`src/design/rtt_pkg.sv`:
```
// Contract
// RQ1: Eight-bit up counter, software read/write, overflows once per 256 prescaled counts.
// RQ2: Software picks the start value as 256 minus interval times prescaled clock.
// RQ3: Fast select 0: rate codes 000..111 divide the CPU clock by 256 down to 2.
// RQ4: Fast select 1: rate codes 000..111 divide the oscillator clock by 128 down to 1.
// RQ5: With auto-reload on, overflow copies the reload value into the counter.
// RQ6: PWM enable forces auto-reload; auto-reload bit then picks the overflow boundary.
// RQ7: Tone enable drives tone onto the shared pin and takes the pin from GPIO.
// RQ8: Tone output toggles on every overflow, half the overflow frequency.
// RQ9: Software keeps PWM disabled while it uses the tone output.
// RQ10: Clearing timer enable stops counting and halts tone and PWM outputs.
// RQ11: Software disables and clears before reconfiguring, and enables the timer last.
// RQ12: Prescaler rate comes from mode register bits 6 to 4.
// RQ13: In external clock mode the fast clock select bit is ignored.
// RQ14: Mode register: enable 7, rate 6..4, reload 2, tone 1, PWM 0, reset 0.
// RQ15: Overflow keeps counting and sets the timer interrupt request flag.
// RQ16: With wake enable set, a time-out wakes the system from low-power mode.
// RQ17: Interrupt request stays set until software clears it, whatever the enable.
package rtt_pkg;
    localparam int unsigned ADDR_W = 8;
    localparam int unsigned DATA_W = 8;
    localparam logic [7:0] ADDR_CLKSEL = 8'hd8;
    localparam logic [7:0] ADDR_MODE = 8'hda;
    localparam logic [7:0] ADDR_COUNT = 8'hdb;
    localparam logic [7:0] ADDR_RELOAD = 8'hcd;
    localparam logic [7:0] ADDR_IRQ = 8'hc8;
    localparam int unsigned MODE_EN_BIT = 7;
    localparam int unsigned MODE_RATE_LSB = 4;
    localparam int unsigned MODE_RATE_MSB = 6;
    localparam int unsigned MODE_ALOAD_BIT = 2;
    localparam int unsigned MODE_TONE_BIT = 1;
    localparam int unsigned MODE_PWM_BIT = 0;
    localparam logic [7:0] MODE_MASK = 8'hf7;
    localparam int unsigned CLKSEL_FAST_BIT = 2;
    localparam int unsigned CLKSEL_WAKE_BIT = 1;
    localparam int unsigned IRQ_EN_BIT = 0;
    localparam int unsigned IRQ_REQ_BIT = 1;
    localparam logic [7:0] REG_RST = 8'h00;
    localparam logic [7:0] COUNT_MAX = 8'hff;
    localparam logic [7:0] COUNT_ZERO = 8'h00;
    localparam logic [7:0] PWM_HALF_BOUND = 8'h7f;
    localparam logic [7:0] FCPU_MASK = 8'hff;
    localparam logic [7:0] FOSC_MASK = 8'h7f;
    localparam int unsigned FCPU_DIV = 4;
    localparam logic [1:0] FCPU_LAST = 2'(FCPU_DIV - 1);
endpackage

```
`src/design/rtt_presc_if.sv`:
```
`timescale 1ns/1ns
`default_nettype none
interface rtt_presc_if;
    logic en;
    logic fast_sel;
    logic ext_mode;
    logic ext_edge;
    logic [2:0] rate;
    logic tick;
    modport ctl (
        output en,
        output fast_sel,
        output ext_mode,
        output ext_edge,
        output rate,
        input tick
    );
    modport presc (
        input en,
        input fast_sel,
        input ext_mode,
        input ext_edge,
        input rate,
        output tick
    );
endinterface
`default_nettype wire

```
`src/design/rtt_prescaler.sv`:
```
`timescale 1ns/1ns
`default_nettype none
module rtt_prescaler
    import rtt_pkg::*;
(
    // Clock and reset.
    input wire logic clk_i,
    input wire logic resetn_i,
    // Control from the timer.
    rtt_presc_if.presc p
);
    logic [1:0] fdiv_ff;
    logic [1:0] nxt_fdiv;
    logic [7:0] psc_ff;
    logic [7:0] nxt_psc;
    logic fcpu_tick;
    logic src_tick;
    logic [7:0] mask;

    // The CPU clock rate is a free enable; it never stops with the timer.
    always_comb begin
        fcpu_tick = (fdiv_ff == FCPU_LAST);
        nxt_fdiv = fcpu_tick ? 2'h0 : fdiv_ff + 2'h1;
    end

    always_comb begin
        src_tick = p.fast_sel ? 1'b1 : fcpu_tick;
        mask = p.fast_sel ? (FOSC_MASK >> p.rate) : (FCPU_MASK >> p.rate); // [RQ3] [RQ4]
        nxt_psc = psc_ff;
        if (!p.en) begin
            nxt_psc = 8'h00;
        end else if (src_tick && !p.ext_mode) begin
            nxt_psc = psc_ff + 8'h01;
        end
    end

    // External edges count directly, so the fast select has no say there.
    assign p.tick = p.en && (p.ext_mode ? p.ext_edge
                                        : (src_tick && ((psc_ff & mask) == mask))); // [RQ13]

    always_ff @(posedge clk_i) begin
        if (!resetn_i) begin
            fdiv_ff <= 2'h0;
            psc_ff <= 8'h00;
        end else begin
            fdiv_ff <= nxt_fdiv;
            psc_ff <= nxt_psc;
        end
    end

    // Checker: spacing of ticks while the setting is held.
    logic [15:0] gap_ff;
    logic held_ff;
    logic [3:0] cfg_ff;
    logic [15:0] expect_gap;
    always_comb begin
        if (p.fast_sel) begin
            expect_gap = 16'h0080 >> p.rate;
        end else begin
            expect_gap = 16'(32'(16'h0100 >> p.rate) * FCPU_DIV);
        end
    end
    always_ff @(posedge clk_i) begin
        if (!resetn_i) begin
            gap_ff <= 16'h0000;
            held_ff <= 1'b0;
            cfg_ff <= 4'h0;
        end else begin
            cfg_ff <= {p.fast_sel, p.rate};
            gap_ff <= p.tick ? 16'h0001 : gap_ff + 16'h0001;
            if (!p.en || p.ext_mode || cfg_ff != {p.fast_sel, p.rate}) begin
                held_ff <= 1'b0;
            end else if (p.tick) begin
                held_ff <= 1'b1;
            end
        end
    end
endmodule
`default_nettype wire

```
`src/design/rtt_timer.sv`:
```
`timescale 1ns/1ns
`default_nettype none
module rtt_timer
    import rtt_pkg::*;
(
    // Clock and reset.
    input wire logic clk_i,
    input wire logic resetn_i,
    // Register port.
    input wire logic [ADDR_W-1:0] addr_i,
    input wire logic [DATA_W-1:0] wdata_i,
    input wire logic wr_i,
    input wire logic rd_i,
    output logic [DATA_W-1:0] rdata_o,
    // External clock source.
    input wire logic ext_clk_mode_i,
    input wire logic ext_clk_pin_i,
    // Tone pin and PWM.
    output logic tone_o,
    output logic tone_oe_o,
    output logic gpio_takeover_o,
    output logic pwm_o,
    // Events.
    output logic irq_o,
    output logic irq_flag_o,
    output logic wake_o
);
    rtt_presc_if pif ();

    logic [7:0] mode_ff;
    logic [7:0] nxt_mode;
    logic [7:0] count_ff;
    logic [7:0] nxt_count;
    logic [7:0] reload_ff;
    logic [7:0] nxt_reload;
    logic fast_ff;
    logic nxt_fast;
    logic wake_en_ff;
    logic nxt_wake_en;
    logic ie_ff;
    logic nxt_ie;
    logic req_ff;
    logic nxt_req;
    logic tone_ff;
    logic nxt_tone;
    logic pwm_ff;
    logic nxt_pwm;
    logic wake_ff;
    logic nxt_wake;
    logic [DATA_W-1:0] rdata_ff;
    logic [DATA_W-1:0] nxt_rdata;
    logic sync1_ff;
    logic sync2_ff;
    logic sync3_ff;

    logic timer_en;
    logic auto_reload;
    logic tone_en;
    logic pwm_en;
    logic reload_act;
    logic tone_act;
    logic [7:0] bound;
    logic ovf;
    logic wr_mode;
    logic wr_count;
    logic wr_reload;
    logic wr_clksel;
    logic wr_irq;

    always_comb begin
        timer_en = mode_ff[MODE_EN_BIT];
        auto_reload = mode_ff[MODE_ALOAD_BIT];
        tone_en = mode_ff[MODE_TONE_BIT];
        pwm_en = mode_ff[MODE_PWM_BIT];
        reload_act = auto_reload || pwm_en; // [RQ6]
        tone_act = timer_en && tone_en && !pwm_en;
        bound = (pwm_en && auto_reload) ? PWM_HALF_BOUND : COUNT_MAX; // [RQ6]
        ovf = pif.tick && (count_ff == bound);
        wr_mode = wr_i && (addr_i == ADDR_MODE);
        wr_count = wr_i && (addr_i == ADDR_COUNT);
        wr_reload = wr_i && (addr_i == ADDR_RELOAD);
        wr_clksel = wr_i && (addr_i == ADDR_CLKSEL);
        wr_irq = wr_i && (addr_i == ADDR_IRQ);
    end

    // The pin is asynchronous; only the second and third stages feed the edge detect.
    always_ff @(posedge clk_i) begin
        if (!resetn_i) begin
            sync1_ff <= 1'b0;
            sync2_ff <= 1'b0;
            sync3_ff <= 1'b0;
        end else begin
            sync1_ff <= ext_clk_pin_i;
            sync2_ff <= sync1_ff;
            sync3_ff <= sync2_ff;
        end
    end

    assign pif.en = timer_en; // [RQ10]
    assign pif.fast_sel = fast_ff;
    assign pif.ext_mode = ext_clk_mode_i;
    assign pif.ext_edge = sync2_ff && !sync3_ff;
    assign pif.rate = mode_ff[MODE_RATE_MSB:MODE_RATE_LSB]; // [RQ12]

    rtt_prescaler u_presc (
        .clk_i(clk_i),
        .resetn_i(resetn_i),
        .p(pif.presc)
    );

    // Configuration registers.
    always_comb begin
        nxt_mode = wr_mode ? (wdata_i & MODE_MASK) : mode_ff; // [RQ14]
        nxt_reload = wr_reload ? wdata_i : reload_ff;
        nxt_fast = wr_clksel ? wdata_i[CLKSEL_FAST_BIT] : fast_ff;
        nxt_wake_en = wr_clksel ? wdata_i[CLKSEL_WAKE_BIT] : wake_en_ff;
        nxt_ie = wr_irq ? wdata_i[IRQ_EN_BIT] : ie_ff;
    end

    // Counter; a software write in the same cycle as a tick takes priority.
    always_comb begin
        nxt_count = count_ff;
        if (wr_count) begin
            nxt_count = wdata_i; // [RQ1]
        end else if (pif.tick) begin
            if (ovf) begin
                nxt_count = reload_act ? reload_ff : COUNT_ZERO; // [RQ5] [RQ15]
            end else begin
                nxt_count = count_ff + 8'h01; // [RQ1]
            end
        end
    end

    // Request flag: an overflow in the clearing cycle still sets it.
    always_comb begin
        nxt_req = req_ff;
        if (wr_irq && !wdata_i[IRQ_REQ_BIT]) begin
            nxt_req = 1'b0;
        end
        if (ovf) begin
            nxt_req = 1'b1; // [RQ15] [RQ17]
        end
    end

    // Tone and PWM outputs hold their level while the timer is stopped.
    always_comb begin
        nxt_tone = tone_ff;
        if (tone_act && ovf) begin
            nxt_tone = !tone_ff; // [RQ8]
        end
        if (!pwm_en) begin
            nxt_pwm = 1'b0;
        end else if (timer_en) begin
            nxt_pwm = (nxt_count >= reload_ff);
        end else begin
            nxt_pwm = pwm_ff; // [RQ10]
        end
        nxt_wake = ovf && wake_en_ff; // [RQ16]
    end

    // Read data stands only in the cycle after the strobe.
    always_comb begin
        nxt_rdata = 8'h00;
        if (rd_i) begin
            unique case (addr_i)
                ADDR_MODE: nxt_rdata = mode_ff;
                ADDR_COUNT: nxt_rdata = count_ff; // [RQ1]
                ADDR_CLKSEL: begin
                    nxt_rdata[CLKSEL_FAST_BIT] = fast_ff;
                    nxt_rdata[CLKSEL_WAKE_BIT] = wake_en_ff;
                end
                ADDR_IRQ: begin
                    nxt_rdata[IRQ_EN_BIT] = ie_ff;
                    nxt_rdata[IRQ_REQ_BIT] = req_ff;
                end
                default: nxt_rdata = 8'h00;
            endcase
        end
    end

    always_ff @(posedge clk_i) begin
        if (!resetn_i) begin
            mode_ff <= REG_RST;
            count_ff <= REG_RST;
            reload_ff <= REG_RST;
            fast_ff <= 1'b0;
            wake_en_ff <= 1'b0;
            ie_ff <= 1'b0;
            req_ff <= 1'b0;
            tone_ff <= 1'b0;
            pwm_ff <= 1'b0;
            wake_ff <= 1'b0;
            rdata_ff <= 8'h00;
        end else begin
            mode_ff <= nxt_mode;
            count_ff <= nxt_count;
            reload_ff <= nxt_reload;
            fast_ff <= nxt_fast;
            wake_en_ff <= nxt_wake_en;
            ie_ff <= nxt_ie;
            req_ff <= nxt_req;
            tone_ff <= nxt_tone;
            pwm_ff <= nxt_pwm;
            wake_ff <= nxt_wake;
            rdata_ff <= nxt_rdata;
        end
    end

    assign rdata_o = rdata_ff;
    assign tone_o = tone_ff;
    assign tone_oe_o = tone_en && !pwm_en; // [RQ7]
    assign gpio_takeover_o = tone_en && !pwm_en; // [RQ7]
    assign pwm_o = pwm_ff;
    assign irq_flag_o = req_ff;
    assign irq_o = req_ff && ie_ff; // [RQ15]
    assign wake_o = wake_ff;
endmodule
`default_nettype wire

```
`config.mk`:
```
export PLATFORM = sky130hd
export DESIGN_NAME = rtt_timer
export DESIGN_NICKNAME = d
export VERILOG_FILES = /design/src/design/rtt_pkg.sv /design/src/design/rtt_presc_if.sv /design/src/design/rtt_prescaler.sv /design/src/design/rtt_timer.sv
export SDC_FILE = /design/constraint.sdc
export NUM_CORES = 1
export LEC_CHECK = 0
export BUFFER_PORTS_ARGS = -buffer_cell sky130_fd_sc_hd__buf_2
export CAP_MARGIN = 25
export CORE_UTILIZATION = 40
export CTS_CLUSTER_DIAMETER = 80
export DETAILED_ROUTE_END_ITERATION = 8
export HOLD_SLACK_MARGIN = 0.08
export PLACE_DENSITY = 0.67
export SYNTH_ARGS = -nofsm -noshare
export SYNTH_HDL_FRONTEND = slang
export SYNTH_SLANG_ARGS = --single-unit
```
`constraint.sdc`:
```
create_clock -name clk_i -period 4.6 [get_ports clk_i]
set_clock_uncertainty 0.2 [all_clocks]
set_input_delay 1.38 -clock clk_i [delete_from_list [all_inputs] [get_ports clk_i]]
set_output_delay 1.38 -clock clk_i [all_outputs]
set_load 0.01 [all_outputs]
```
==> reports/results.txt <==
status: completed
Relative slew margins: 49.1%
hold path depth: 1
router iterations before antenna repair: 6
crit path buf inv count: 1
routability congestion estimate: 0.899
most frequent cell after synthesis: dfxtp_1
Initial DRC Count: 128
fmax: 250 MHz
fraction of layout instances using a drive strength above 1: 15.9%
initial antenna violation count: 0
# Post-CTS Setup Buffers: 0
Avg Cell Area, Syn: 8.69 um2
slowest stage delay, CP: 0.55 ns
vias per std cell: 5.53
reg-to-reg endpoint: pwm_o
Chip Width: 84.6 um
flops & latches, synth: 51
hold_sp: u_presc.fdiv_ff[0]
first-pass GRT wire length: 10600 um
largest net degree at the start of global routing: 27
gr ovfl total: 0
ANT cells: 0
Routed WL: 6160 um
post-route minimum period: 4.00 ns
sequential share of the synthesized area: 37.4%
Critical Path Source Type: input port
gr usage total: 18.3%
Critical-path top delay cell: or4b_4
count of input and output buffers: 36
fill cell count: 643
CTS Sinks: 51
Cell Pwr Density: 259 mW/mm2
synth cell count leaders: dfxtp_1, nor2_1, mux2i_1
vias in the first global route: 2173
Post-synth ARST share: 0%
mapped cell area: 0.00273 mm2
fin. max-slew vios: 0
DP Wirelength: 4620 um
DR DRC count: 0
Cells after Synth: 314
CTS clk-pin slew, worst paths: 0.09 ns
Post-synth EDFFs: 0
CP Cell Sequence: buf_2, o21ba_4, o2111ai_1, or4b_4, nand2_4, nor2_1, a21oi_1, o21ai_0, ha_1, nand2b_1, a21oi_1, nor2b_1, o21ai_0, a21oi_1, o21ai_0, a31oi_1
PostCTS Resize Cnt: 0
endpoints failing hold: 0
Synth area leader: dfxtp_1
Layout area overhead: 11.0%
worst path required time: 4.57 ns
RSZ-0062 raised after global routing: false
VDD IR max: 0.128 mV
hold crit path type: reg2reg
Die Area: 0.00715 mm2
Nets: 372
Core ar.: 0.00646 mm2
hold-fix buffers at CTS: 0
CP endpoint kind: flop
Worst Setup SP: ext_clk_mode_i
Top FF cell, synth: dfxtp_1
delay-heaviest family, CP: compound AO/OA/AOI/OAI gates
Leak: 1.19 nW
root buffer cell: clkbuf_8
number of I/O pins: 37
Syn Nets: 347
endpoints failing setup: 0
vias: 2301
worst-margin pin slew: 0.759 ns
fin worst setup slack: 0.604 ns
R2R depth: 14
total power: 0.785 mW
dominant cells by area after synthesis: dfxtp_1, mux2i_1, nor2_1
total negative slack: 0 ns
R2R setup slack: 1.15 ns
YS warnings: 0
Rows: 29
WP data arrival: 3.97 ns
H-Tree Level Count: 2
die extent in y: 84.6 um
Reg-to-Reg Start: count_ff[0]
CTS buffer count: 5
Worst Setup Slack post-DPL: 0.283 ns
CTS tree: yes
kind of critical path: in2reg
Starting Density: 42.2%
post-route clock period utilization: 86.9%
Post-DRT Antenna Nets: 0
Synth top area share: 37.4%
max-cap violation count: 0
Min-Delay Endpoint: u_presc.fdiv_ff[0]
critical path peak fanout: 10
Yosys cell types: 52
Worst-Skew Late Latency: 0.30 ns
Clock Path Buffers: 2
Avg WL per Cell: 14.8 um
worst register-to-register path: stages, from the launching register on:
cell and delay (ns):
dfxtp_1 0.52, ha_1 0.32, and3_1 0.37, o21ai_0 0.24
a221oi_1 0.33, a21oi_1 0.12, o21ai_0 0.17, ha_1 0.25
nand2b_1 0.14, a21oi_1 0.14, nor2b_1 0.05, o21ai_0 0.15
a21oi_1 0.08, o21ai_0 0.15, a31oi_1 0.10
per-stage QoR:
stage	util (%)	cells	cell area [um2]	hold WS, ns
6_report	46.9	416	3030	0.243
5_1_grt	46.9	416	3030	0.267
3_5_place_dp	45.2	409	2920	0.226
2_1_floorplan	-	314	2730	0.204
3_3_place_gp	45.2	409	2920	0.214
4_1_cts	46.9	416	3030	0.247
layout make-up:
type / count / area [um2] / share of cell area (%)
multi-input cells: 231 / 1560 / 51.7
flip-flops and latches: 51 / 1020 / 33.7
repair buffers: 38 / 195 / 6.45
well taps: 77 / 96.3 / 3.18
clock buffers: 5 / 68.8 / 2.27
inverters: 12 / 45.0 / 1.49
clock inverters: 2 / 37.5 / 1.24
report_power, final:
part	leakage [nW]	internal [mW]	switching [mW]
combinational	0.732	0.0139	0.0190
sequential	0.412	0.445	0.00181
clock	0.0502	0.159	0.147
total	1.19	0.618	0.167
worst max path at each step:
stage / endpoint / depth (start not counted)
3_3_place_gp: pwm_o / 16
6_report: pwm_o / 16
3_5_place_dp: pwm_o / 16
4_1_cts: pwm_o / 16
5_1_grt: pwm_o / 16
2_1_floorplan: pwm_o / 16
logic make-up after synthesis:
family                   after synthesis  synth area share [%]
multiplexers                          26                  9.63
adder cells (fa/ha/maj)               12                  5.41
AO/OA/AOI/OAI                         68                  17.8
flip-flops                            51                  37.4
buffers and inverters                 32                  5.23
AND/OR/NAND/NOR                      111                  20.0
XOR/XNOR                              14                  4.50
layout by cell type (no fill, tap or decap), types with 11 or more instances in the layout:
cell type and count:
mux2i_1 24, a21oi_1 17, dfxtp_1 51, buf_2 36, inv_1 11, nor2_1 45, nand2_1 23, ha_1 11
registers in the layout, summed over array words and instances, names as in the netlist, 2 cells and up:
name	count
mode_ff	7
rdata_o	8
u_presc.psc_ff	8
u_presc.fdiv_ff	2
reload_ff	8
count_ff	8
layer usage:
layer / up-vias / global-route usage [%] / share of wire [%]
li1: 1158 / - / -
met3: 5 / 2.46 / 5.9
met5: - / 0 / 0
met4: 0 / 4.16 / 0.63
met1: 1069 / 25.9 / 47
met2: 69 / 29.7 / 46
No activity file was read; power rests on OpenSTA's default activity.
